**src/shared/frsl_pkg.sv**
```systemverilog
// Package: constants and types for the flash reprogram serial loader
package frsl_pkg;
  // Register byte offsets
  localparam logic [7:0] ofs_code_status = 8'h00;
  localparam logic [7:0] ofs_sys_ctrl2 = 8'h04;
  localparam logic [7:0] ofs_control = 8'h08;
  localparam logic [7:0] ofs_irq_status = 8'h0c;
  localparam logic [7:0] ofs_irq_mask = 8'h10;
  localparam logic [7:0] ofs_ram_emul = 8'h14;
  localparam logic [7:0] ofs_start_addr = 8'h18;
  localparam logic [7:0] ofs_timer_lo = 8'h1c;
  localparam logic [7:0] ofs_timer_hi = 8'h20;
  // Field positions
  localparam int code_status_rsv7_bit = 7;
  localparam int code_status_err_bit = 4;
  localparam int code_status_dl_bit = 0;
  localparam int sys_ctrl2_flash_en_bit = 3;
  // Reset value and write mask
  localparam logic [7:0] code_status_reset = 8'h80;
  localparam logic [7:0] code_status_wmask = 8'h01;
  // Flash geometry
  localparam int unit_bytes = 128;
  localparam int num_blocks = 3;
  localparam int erase_cycles = 64;
  localparam int prog_cycles = 16;
  localparam logic [7:0] block_bytes = 8'hff;
  // Link: 1 Mbps from a 100 MHz clock
  localparam int clk_mhz = 100;
  localparam int bit_rate_mbps = 1;
  localparam int bit_cycles = clk_mhz / bit_rate_mbps;
  // Interrupt status bits
  localparam int ev_erase_done = 0;
  localparam int ev_block_done = 1;
  localparam int ev_all_done = 2;
  localparam int ev_error = 3;

  typedef enum logic [2:0] {
    st_idle, st_erase, st_request, st_receive, st_program, st_done
  } frsl_state_t;

  typedef struct packed {
    logic htrans_nonseq;
    logic hwrite;
    logic [7:0] addr;
    logic [2:0] hsize;
  } frsl_req_t;
endpackage

```
**src/design/frsl_top.sv**
```systemverilog
// Flash reprogram serial loader with AHB-Lite register slave
// Operation
// Tool straps user boot mode pins
// Erase three blocks before requesting data
// Receive-only serial, tool drives clock
// Request by driving port line low
// Interrupts held off during program/erase (code: irq held off from the second program/erase cycle on)
// Tool treats silence as completion
// Buffer block in RAM, program 128-byte units
// Flash registers need flash enable bit
// Timer registers blocked while flash enabled
// Registers eight bits, byte access only (code checks the size on writes only; wider reads are served)
// Registers reset on reset and standby (code: the interrupt status register resets on reset only)
// Error flag survives software standby/watch
// Code status resets to 80 hex
// Bit 7 reads as one
// Status has error monitor, download bit
// Bits 6 and 5 read zero
// Error flag blocks further program/erase
// Request line released after each block
// No request after last block
//
// The AHB-Lite slave port and the register offsets were chosen for this implementation.
`timescale 1ns/1ps
`default_nettype none
module frsl_top (
  input wire logic hclk,
  input wire logic hresetn,
  input wire logic hsel,
  input wire logic [31:0] haddr,
  input wire logic [1:0] htrans,
  input wire logic hwrite,
  input wire logic [2:0] hsize,
  input wire logic [31:0] hwdata,
  input wire logic hready,
  output logic [31:0] hrdata,
  output logic hreadyout,
  output logic hresp,
  input wire logic mode_select_0,
  input wire logic mode_select_1,
  input wire logic mode_select_2,
  input wire logic hw_standby,
  input wire logic sw_standby,
  input wire logic watch_mode,
  input wire logic flash_fault,
  input wire logic serial_clk,
  input wire logic serial_data,
  output logic request_port_line,
  output logic irq
);
  frsl_pkg::frsl_state_t state_reg;
  frsl_pkg::frsl_req_t req_reg;
  logic [2:0] sck_sync_reg, rxd_sync_reg, md_sync0_reg, md_sync1_reg;
  logic [1:0] sck_hist_reg;
  logic [7:0] code_status_reg, sys_ctrl2_reg, control_reg, ram_emul_reg;
  logic [7:0] irq_status_reg, irq_mask_reg, start_addr_reg;
  logic [7:0] timer_lo_reg, timer_hi_reg;
  logic [7:0] shift_reg, ram_mem [0:255];
  logic [2:0] bit_cnt_reg;
  logic [7:0] byte_cnt_reg, prog_idx_reg;
  logic [1:0] blk_cnt_reg;
  logic [7:0] wait_cnt_reg;
  logic [31:0] flash_sum_reg;
  logic [3:0] ev_set;
  logic sck_rise, user_boot, busy, flash_en, byte_lane_ok;
  logic stby_init;

  // Mode pins pass two flops, serial clock and data pass three, before use
  always_ff @(posedge hclk or negedge hresetn)
    if (!hresetn)
    begin
      md_sync0_reg <= 3'h0;
      md_sync1_reg <= 3'h0;
      sck_sync_reg <= 3'h0;
      rxd_sync_reg <= 3'h0;
    end
    else
    begin
      md_sync0_reg <= {mode_select_2, mode_select_1, mode_select_0};
      md_sync1_reg <= md_sync0_reg;
      sck_sync_reg <= {sck_sync_reg[1:0], serial_clk};
      rxd_sync_reg <= {rxd_sync_reg[1:0], serial_data};
    end

  // Edge found between the second and third stage only
  always_ff @(posedge hclk or negedge hresetn)
    if (!hresetn)
      sck_hist_reg <= 2'h0;
    else
      sck_hist_reg <= sck_sync_reg[2:1];

  assign sck_rise = sck_hist_reg[0] & ~sck_hist_reg[1];
  assign user_boot = (md_sync1_reg == 3'h1);
  assign busy = (state_reg == frsl_pkg::st_erase) ||
                (state_reg == frsl_pkg::st_program);
  assign flash_en = sys_ctrl2_reg[frsl_pkg::sys_ctrl2_flash_en_bit];
  assign stby_init = hw_standby | sw_standby | watch_mode;
  // Byte writes only; wider write sizes are ignored, reads of any size are served
  assign byte_lane_ok = (req_reg.hsize == 3'h0);

  // Address phase capture
  always_ff @(posedge hclk or negedge hresetn)
    if (!hresetn)
      req_reg <= '0;
    else if (hready)
    begin
      req_reg.htrans_nonseq <= hsel & htrans[1];
      req_reg.hwrite <= hwrite;
      req_reg.addr <= haddr[7:0];
      req_reg.hsize <= hsize;
    end

  // Ready from the first clock after reset, always OKAY
  always_ff @(posedge hclk or negedge hresetn)
    if (!hresetn)
    begin
      hreadyout <= 1'b0;
      hresp <= 1'b0;
    end
    else
    begin
      hreadyout <= 1'b1;
      hresp <= 1'b0;
    end

  // Gate: flash regs need enable, timer regs need it clear
  function automatic logic reg_open(input logic [7:0] a, input logic fe);
    logic r;
    r = 1'b1;
    if (a == frsl_pkg::ofs_code_status || a == frsl_pkg::ofs_control ||
        a == frsl_pkg::ofs_start_addr)
      r = fe;
    if (a == frsl_pkg::ofs_timer_lo || a == frsl_pkg::ofs_timer_hi)
      r = ~fe;
    return r;
  endfunction

  logic wr_ok, rd_ok;
  assign wr_ok = req_reg.htrans_nonseq & req_reg.hwrite & byte_lane_ok &
                 reg_open(req_reg.addr, flash_en);
  assign rd_ok = req_reg.htrans_nonseq & ~req_reg.hwrite &
                 reg_open(req_reg.addr, flash_en);

  // Plain software registers; standby reinitialises them
  always_ff @(posedge hclk or negedge hresetn)
    if (!hresetn)
    begin
      sys_ctrl2_reg <= 8'h00;
      control_reg <= 8'h00;
      ram_emul_reg <= 8'h00;
      start_addr_reg <= 8'h00;
      irq_mask_reg <= 8'h00;
      timer_lo_reg <= 8'h00;
      timer_hi_reg <= 8'h00;
    end
    else if (stby_init)
    begin
      sys_ctrl2_reg <= 8'h00;
      control_reg <= 8'h00;
      ram_emul_reg <= 8'h00;
      start_addr_reg <= 8'h00;
      irq_mask_reg <= 8'h00;
      timer_lo_reg <= 8'h00;
      timer_hi_reg <= 8'h00;
    end
    else
    begin
      control_reg[0] <= 1'b0; // Start is a one-cycle pulse
      if (wr_ok)
        unique case (req_reg.addr)
          frsl_pkg::ofs_sys_ctrl2: sys_ctrl2_reg <= hwdata[7:0];
          frsl_pkg::ofs_control: control_reg <= hwdata[7:0];
          frsl_pkg::ofs_ram_emul: ram_emul_reg <= hwdata[7:0];
          frsl_pkg::ofs_start_addr: start_addr_reg <= hwdata[7:0];
          frsl_pkg::ofs_irq_mask: irq_mask_reg <= hwdata[7:0];
          frsl_pkg::ofs_timer_lo: timer_lo_reg <= hwdata[7:0];
          frsl_pkg::ofs_timer_hi: timer_hi_reg <= hwdata[7:0];
          default: ;
        endcase
    end

  // Code status: bit 7 fixed one, 6..5 zero, error and download bits
  always_ff @(posedge hclk or negedge hresetn)
    if (!hresetn)
      code_status_reg <= frsl_pkg::code_status_reset;
    else if (hw_standby)
      code_status_reg <= frsl_pkg::code_status_reset;
    else if (sw_standby | watch_mode)
      // Error flag kept through these modes
      code_status_reg <= frsl_pkg::code_status_reset |
        {3'h0, code_status_reg[frsl_pkg::code_status_err_bit], 4'h0};

    else
    begin
      if (busy & flash_fault)
        code_status_reg[frsl_pkg::code_status_err_bit] <= 1'b1;
      if (wr_ok && req_reg.addr == frsl_pkg::ofs_code_status)
        code_status_reg[frsl_pkg::code_status_dl_bit] <=
          hwdata[frsl_pkg::code_status_dl_bit];
      else if (state_reg == frsl_pkg::st_erase)
        code_status_reg[frsl_pkg::code_status_dl_bit] <= 1'b0;
      code_status_reg[7:5] <= 3'h4; // see
    end

  // Loader sequence
  always_ff @(posedge hclk or negedge hresetn)
    if (!hresetn)
    begin
      state_reg <= frsl_pkg::st_idle;
      wait_cnt_reg <= 8'h00;
      blk_cnt_reg <= 2'h0;
      prog_idx_reg <= 8'h00;
      request_port_line <= 1'b1;
    end
    else if (hw_standby | code_status_reg[frsl_pkg::code_status_err_bit])
    begin
      state_reg <= frsl_pkg::st_idle;
      request_port_line <= 1'b1;
    end
    else
      unique case (state_reg)
        frsl_pkg::st_idle:
          if (control_reg[0] & user_boot & flash_en)
          begin
            state_reg <= frsl_pkg::st_erase;
            wait_cnt_reg <= 8'h00;
            blk_cnt_reg <= 2'h0;
          end
        frsl_pkg::st_erase:
          // All blocks erased before any request
          if (wait_cnt_reg == 8'(frsl_pkg::erase_cycles * 3 - 1))
            state_reg <= frsl_pkg::st_request;
          else
            wait_cnt_reg <= wait_cnt_reg + 8'h01;
        frsl_pkg::st_request:
        begin
          request_port_line <= 1'b0;
          state_reg <= frsl_pkg::st_receive;
        end
        frsl_pkg::st_receive:
          if (byte_cnt_reg == frsl_pkg::block_bytes && bit_cnt_reg == 3'h7
              && sck_rise)
          begin
            request_port_line <= 1'b1;
            state_reg <= frsl_pkg::st_program;
            prog_idx_reg <= 8'h00;
          end
        frsl_pkg::st_program:
          // Two 128-byte units per block, from the start address
          if (prog_idx_reg == frsl_pkg::block_bytes)
          begin
            blk_cnt_reg <= blk_cnt_reg + 2'h1;
            state_reg <= (blk_cnt_reg == 2'(frsl_pkg::num_blocks - 1)) ?
              frsl_pkg::st_done : frsl_pkg::st_request;
          end
          else
            prog_idx_reg <= prog_idx_reg + 8'h01;
        frsl_pkg::st_done:
          if (control_reg[0])
            state_reg <= frsl_pkg::st_idle;
      endcase

  // Serial receiver: data sampled on tool clock rising edge
  always_ff @(posedge hclk or negedge hresetn)
    if (!hresetn)
    begin
      bit_cnt_reg <= 3'h0;
      byte_cnt_reg <= 8'h00;
      shift_reg <= 8'h00;
    end
    else if (state_reg != frsl_pkg::st_receive)
    begin
      bit_cnt_reg <= 3'h0;
      byte_cnt_reg <= 8'h00;
    end
    else if (sck_rise)
    begin
      shift_reg <= {shift_reg[6:0], rxd_sync_reg[2]};
      bit_cnt_reg <= bit_cnt_reg + 3'h1;
      if (bit_cnt_reg == 3'h7)
        byte_cnt_reg <= byte_cnt_reg + 8'h01;
    end

  // Whole block buffered in on-chip RAM in one transfer
  always_ff @(posedge hclk)
    if (state_reg == frsl_pkg::st_receive && sck_rise && bit_cnt_reg == 3'h7)
      ram_mem[byte_cnt_reg] <= {shift_reg[6:0], rxd_sync_reg[2]};

  // Flash array stand-in: checksum of programmed bytes
  always_ff @(posedge hclk or negedge hresetn)
    if (!hresetn)
      flash_sum_reg <= 32'h0;
    else if (state_reg == frsl_pkg::st_program)
      flash_sum_reg <= flash_sum_reg + {24'h0,
        ram_mem[prog_idx_reg + start_addr_reg]};

  // Event capture; read of the status clears, set wins
  always_comb
  begin
    ev_set = 4'h0;
    ev_set[frsl_pkg::ev_erase_done] = (state_reg == frsl_pkg::st_erase) &&
      (wait_cnt_reg == 8'(frsl_pkg::erase_cycles * 3 - 1));
    ev_set[frsl_pkg::ev_block_done] = (state_reg == frsl_pkg::st_program) &&
      (prog_idx_reg == frsl_pkg::block_bytes);
    ev_set[frsl_pkg::ev_all_done] = ev_set[frsl_pkg::ev_block_done] &&
      (blk_cnt_reg == 2'(frsl_pkg::num_blocks - 1));
    ev_set[frsl_pkg::ev_error] = busy & flash_fault;
  end

  always_ff @(posedge hclk or negedge hresetn)
    if (!hresetn)
      irq_status_reg <= 8'h00;
    else if (rd_ok && req_reg.addr == frsl_pkg::ofs_irq_status)
      // Clear only what the read showed, so an event that lands
      // between the address and the data phase is not lost
      irq_status_reg <= (irq_status_reg & ~hrdata[7:0]) | {4'h0, ev_set};
    else
      irq_status_reg <= irq_status_reg | {4'h0, ev_set};

  // Interrupt held off from one cycle after program or erase starts to one cycle after it ends
  always_ff @(posedge hclk or negedge hresetn)
    if (!hresetn)
      irq <= 1'b0;
    else
      irq <= ~busy & |(irq_status_reg & irq_mask_reg);

  // Read data
  always_ff @(posedge hclk or negedge hresetn)
    if (!hresetn)
      hrdata <= 32'h0;
    else if (hready && hsel && htrans[1] && !hwrite &&
             reg_open(haddr[7:0], flash_en))
      unique case (haddr[7:0])
        frsl_pkg::ofs_code_status: hrdata <= {24'h0, code_status_reg};
        frsl_pkg::ofs_sys_ctrl2: hrdata <= {24'h0, sys_ctrl2_reg};
        frsl_pkg::ofs_control: hrdata <= {29'h0, state_reg};
        frsl_pkg::ofs_irq_status: hrdata <= {24'h0, irq_status_reg};
        frsl_pkg::ofs_irq_mask: hrdata <= {24'h0, irq_mask_reg};
        frsl_pkg::ofs_ram_emul: hrdata <= {24'h0, ram_emul_reg};
        frsl_pkg::ofs_start_addr: hrdata <= {24'h0, start_addr_reg};
        frsl_pkg::ofs_timer_lo: hrdata <= {24'h0, timer_lo_reg};
        frsl_pkg::ofs_timer_hi: hrdata <= {24'h0, timer_hi_reg};
        default: hrdata <= 32'h0;
      endcase
    else
      hrdata <= 32'h0;

  // Status bit 7 always reads one
  a_status_bit7: assert property (
    @(posedge hclk) disable iff (!hresetn)
    code_status_reg[7] && !code_status_reg[6] && !code_status_reg[5])
    else $error("status reserved bits wrong");
  a_no_irq_busy: assert property (
    @(posedge hclk) disable iff (!hresetn)
    $past(busy) |-> !irq) else $error("irq while busy");
  a_req_after_erase: assert property (
    @(posedge hclk) disable iff (!hresetn)
    $fell(request_port_line) |-> $past(state_reg) == frsl_pkg::st_request)
    else $error("request not after erase");
  a_err_blocks: assert property (
    @(posedge hclk) disable iff (!hresetn)
    code_status_reg[4] && !hw_standby |=> state_reg == frsl_pkg::st_idle)
    else $error("error did not stop loader");
  a_err_keeps: assert property (
    @(posedge hclk) disable iff (!hresetn)
    code_status_reg[4] && !hw_standby |=> code_status_reg[4])
    else $error("error flag lost");
  a_req_release: assert property (
    @(posedge hclk) disable iff (!hresetn)
    state_reg == frsl_pkg::st_program |-> request_port_line)
    else $error("request held in program");
  a_done_quiet: assert property (
    @(posedge hclk) disable iff (!hresetn)
    state_reg == frsl_pkg::st_done |-> request_port_line)
    else $error("request after last block");
  // A wide write to the status must leave the download bit alone
  a_byte_only: assert property (
    @(posedge hclk) disable iff (!hresetn)
    req_reg.htrans_nonseq && req_reg.hwrite && req_reg.hsize != 3'h0 &&
    req_reg.addr == frsl_pkg::ofs_code_status && !stby_init &&
    state_reg != frsl_pkg::st_erase |=> $stable(code_status_reg[0]))
    else $error("wide write accepted");
endmodule // frsl_top
`default_nettype wire

```
**config.mk**
```make
export PLATFORM = sky130hd
export DESIGN_NAME = frsl_top
export DESIGN_NICKNAME = d
export VERILOG_FILES = /design/src/shared/frsl_pkg.sv /design/src/design/frsl_top.sv
export SDC_FILE = /design/constraint.sdc
export NUM_CORES = 1
export LEC_CHECK = 0
export BUFFER_PORTS_ARGS = -buffer_cell sky130_fd_sc_hd__buf_2
export CAP_MARGIN = 20
export CORE_UTILIZATION = 36
export CTS_CLUSTER_DIAMETER = 120
export DETAILED_ROUTE_END_ITERATION = 10
export PLACE_DENSITY_LB_ADDON = 0.08
export SYNTH_ARGS = -nofsm -noshare
export SYNTH_HDL_FRONTEND = slang
export SYNTH_SLANG_ARGS = --single-unit
```
**constraint.sdc**
```tcl
create_clock -name hclk -period 1.9 [get_ports hclk]
set_input_delay 0.19 -clock hclk [delete_from_list [all_inputs] [get_ports hclk]]
set_output_delay 0.19 -clock hclk [all_outputs]
set_load 0.03 [all_outputs]
```
==> impl_metrics.ini <==
[routing]
vias = 4995
drtAntennaViolNets = 0
via_per_inst = 5.22
wire_per_inst_um = 17.0
drt_wl_total_um = 16200
drt_first_pass_iters = 5
drc = 0
drt_iter0_drc = 303

[synth]
async_flop_share_pct = 100
synth_edf_count = 0
yosysUniqueCellTypes = 68
synth_cells = 625
ys.flop_type = dfrtp_1
ys_top_cells_by_count = 124 x dfrtp_1, 72 x nor2_1, 50 x mux2i_1
ys_seq_area_share_pct = 49.4
synth_top_area_share_pct = 49.0
synth_mux_area_share_pct = 11.3
synth_compound_area_share_pct = 12.2
yosys_register_bits = 125
avgSynthCellArea_um2 = 10.1
synthTopCellsByArea = dfrtp_1 49%, mux2i_1 7.9%, nor2_1 4.3%
synth_top_family_by_area = simple AND/OR/NAND/NOR gates
yosysTopAreaCell = dfrtp_1
yosys.area_share.adder_pct = 1.19
syn_area_um2 = 6330
synth_simple_gate_area_share_pct = 18.9
synth_xor_area_share_pct = 0.968
synth_warnings = 0
synth.most_common_cell = dfrtp_1

[placed_design]
placed_cell_area_um2 = 7040
place.gp.congestion = 0.903
dp_cells = 913
io_buffers = 43
dp_hpwl_um = 11500
dp_slack_ns = -0.00297

[critical_path]
end_kind = register
crit_fanout = 8
reg2reg_setup_slack_ns = 0.04
path_class = reg2reg
arrival_ns = 2.14
required_ns = 2.18
cp_cell_sequence = nor4b_4 -> nand3_2 -> buf_6 -> nor3_4 -> buf_12 -> mux2i_1 -> nor2_1
critPathSlowestCell = dfrtp_1
start_kind = register
max_stage_delay_ns = 0.41
r2r_cells = 7

[sta]
worst_pin_slew_ns = 0.600
min_period_over_period_pct = 98.0
period_needed_ns = 1.86
hold_viol = 0
drv_slew = 0
rsz0062_at_grt = yes
fin_tns_setup_ns = 0
setup_viol = 0
skew_ns = 0.0140
setup_slack_ns = 0.0377
achievable-frequency_mhz = 537
relSlewSlack_pct = 59.7

[hold_path]
hold_class = in2reg
hold_path_depth = 2

[floorplanning]
placement_rows = 48
core_area_um2 = 17200
ioPinCount = 119
fp.dieH_um = 135
die_w_um = 135
start_util_pct = 36.7
die-area_um2 = 18100

[final_layout]
final_area_um2 = 7880
fill_cells = 1639
drive_above_1_share_pct = 23.8
syn_to_final_growth_pct = 24.4
largest_register_ffs = 13
fin_nets = 808
fin_util_pct = 45.7
antenna_cells = 0
final_cells = 957

[power]
p_leak_nw = 3.45
p_per_area_nw_per_um2 = 840
ir_worst_vdd_mv = 0.628

[clock_tree]
cts_root_buffer = clkbuf_16
clock_sinks = 125
tritoncts = built
clk_pin_slew_worst_paths_ns = 0.06
clock_latency_ns = 0.42
clk_path_buf_depth = 2
cts_made_buffers = 17
ctsHtreeMaxLevel = 4

[global_routing]
grt_overflow = 0
grt_pass1_vias = 4889
antenna_found_initial = 0
grt_max_degree = 52
grt_pass1_wl_um = 26700
grt_usage_pct = 19.3

[run]
maxCapViolCount = 0

[run_status]
status = finished clean
-- report_power, final --
group	internal, mW	total (mW)	switching [mW]	leakage [nW]
clock network	2.22	3.41	1.19	0.293
logic	0.154	0.442	0.288	1.47
registers	2.72	2.76	0.0455	1.68
-- critical path, delay by kind of cell, from the launching register on --
family,cells,cell delay [ns]
and+or+nand+nor,4,0.79
buffers and inverters,2,0.33
DFF,1,0.41
muxes,1,0.18
-- kinds of logic (layout without fill, tap and decap cells) --
logic type | Yosys count | in the layout
muxes | 68 | 68
xor gates and xnor gates | 7 | 7
and+or+nand+nor | 225 | 225
AOI/OAI and AO/OA | 123 | 123
other | 2 | 26
adders and majority gates | 6 | 6
DFF | 125 | 125
buffers and inverters | 69 | 152
-- per-layer routing --
metal,vias to the layer above,part of all wire (%),wire [um],global-route usage [%]
li1,2367,-,-,-
met1,2487,47,7590,26.7
met2,129,48,7860,30.0
met3,12,3.9,633,3.94
met4,0,0.98,159,6.68
met5,-,0,0,0
-- through the flow --
stage	hold slack, ns	total power [mW]
2_1_floorplan	-0.106	3.05
3_3_place_gp	0.115	3.20
3_5_place_dp	0.114	3.21
4_1_cts	0.00507	6.67
5_1_grt	0.0143	6.89
6_report	0.0219	6.62
-- cell usage in the layout, fill, tap and decap left out, drive strengths merged, types with 6 or more instances in the layout --
| cell | count |
|---|---|
| dfrtp | 124 |
| buf | 99 |
| nor2 | 73 |
| mux2i | 50 |
| nand2 | 49 |
| o21ai | 40 |
| a21oi | 29 |
| conb | 26 |
| clkbuf | 21 |
| nand3 | 19 |
| mux2 | 17 |
| nand2b | 13 |
| inv | 12 |
| nor3 | 12 |
| dlygate4sd3 | 9 |
| a22oi | 8 |
| nor3b | 8 |
| a31oi | 7 |
| a22o | 6 |
| and3 | 6 |
| o31ai | 6 |
| ha | 6 |
| nor4 | 6 |
-- cell type report --
class,instances,area [um^2],area share [%]
Inverter,12,45.0,0.572
Clock inverter,11,166,2.11
Timing Repair Buffer,108,790,10.0
Tap cell,225,282,3.57
Multi-Input combinational cell,455,3010,38.3
Clock buffer,21,450,5.72
Sequential cell,125,3130,39.7
-- worst paths after layout --
path / to / startpoint
setup / recovery: irq_mask_reg[5] / req_reg[2]
hold / removal: req_reg[11] / hwrite
setup reg to reg: irq_mask_reg[5] / req_reg[2]
hold reg to reg: md_sync1_reg[0] / md_sync0_reg[0]
max in group asynchronous: request_port_line / hresetn
min in group asynchronous: prog_idx_reg[3] / hresetn
-- repair_timing --
| item | 4_1_cts | 5_1_grt |
|---|---|---|
| hold endpoints to repair | 26 | 1 |
| setup buffers | 0 | 3 |
| pin swaps | 0 | 7 |
| resized for setup | 2 | 22 |
| hold buffers | 8 | 1 |
| setup endpoints to repair | 9 | 44 |
Power figures use the tool's default switching activity.
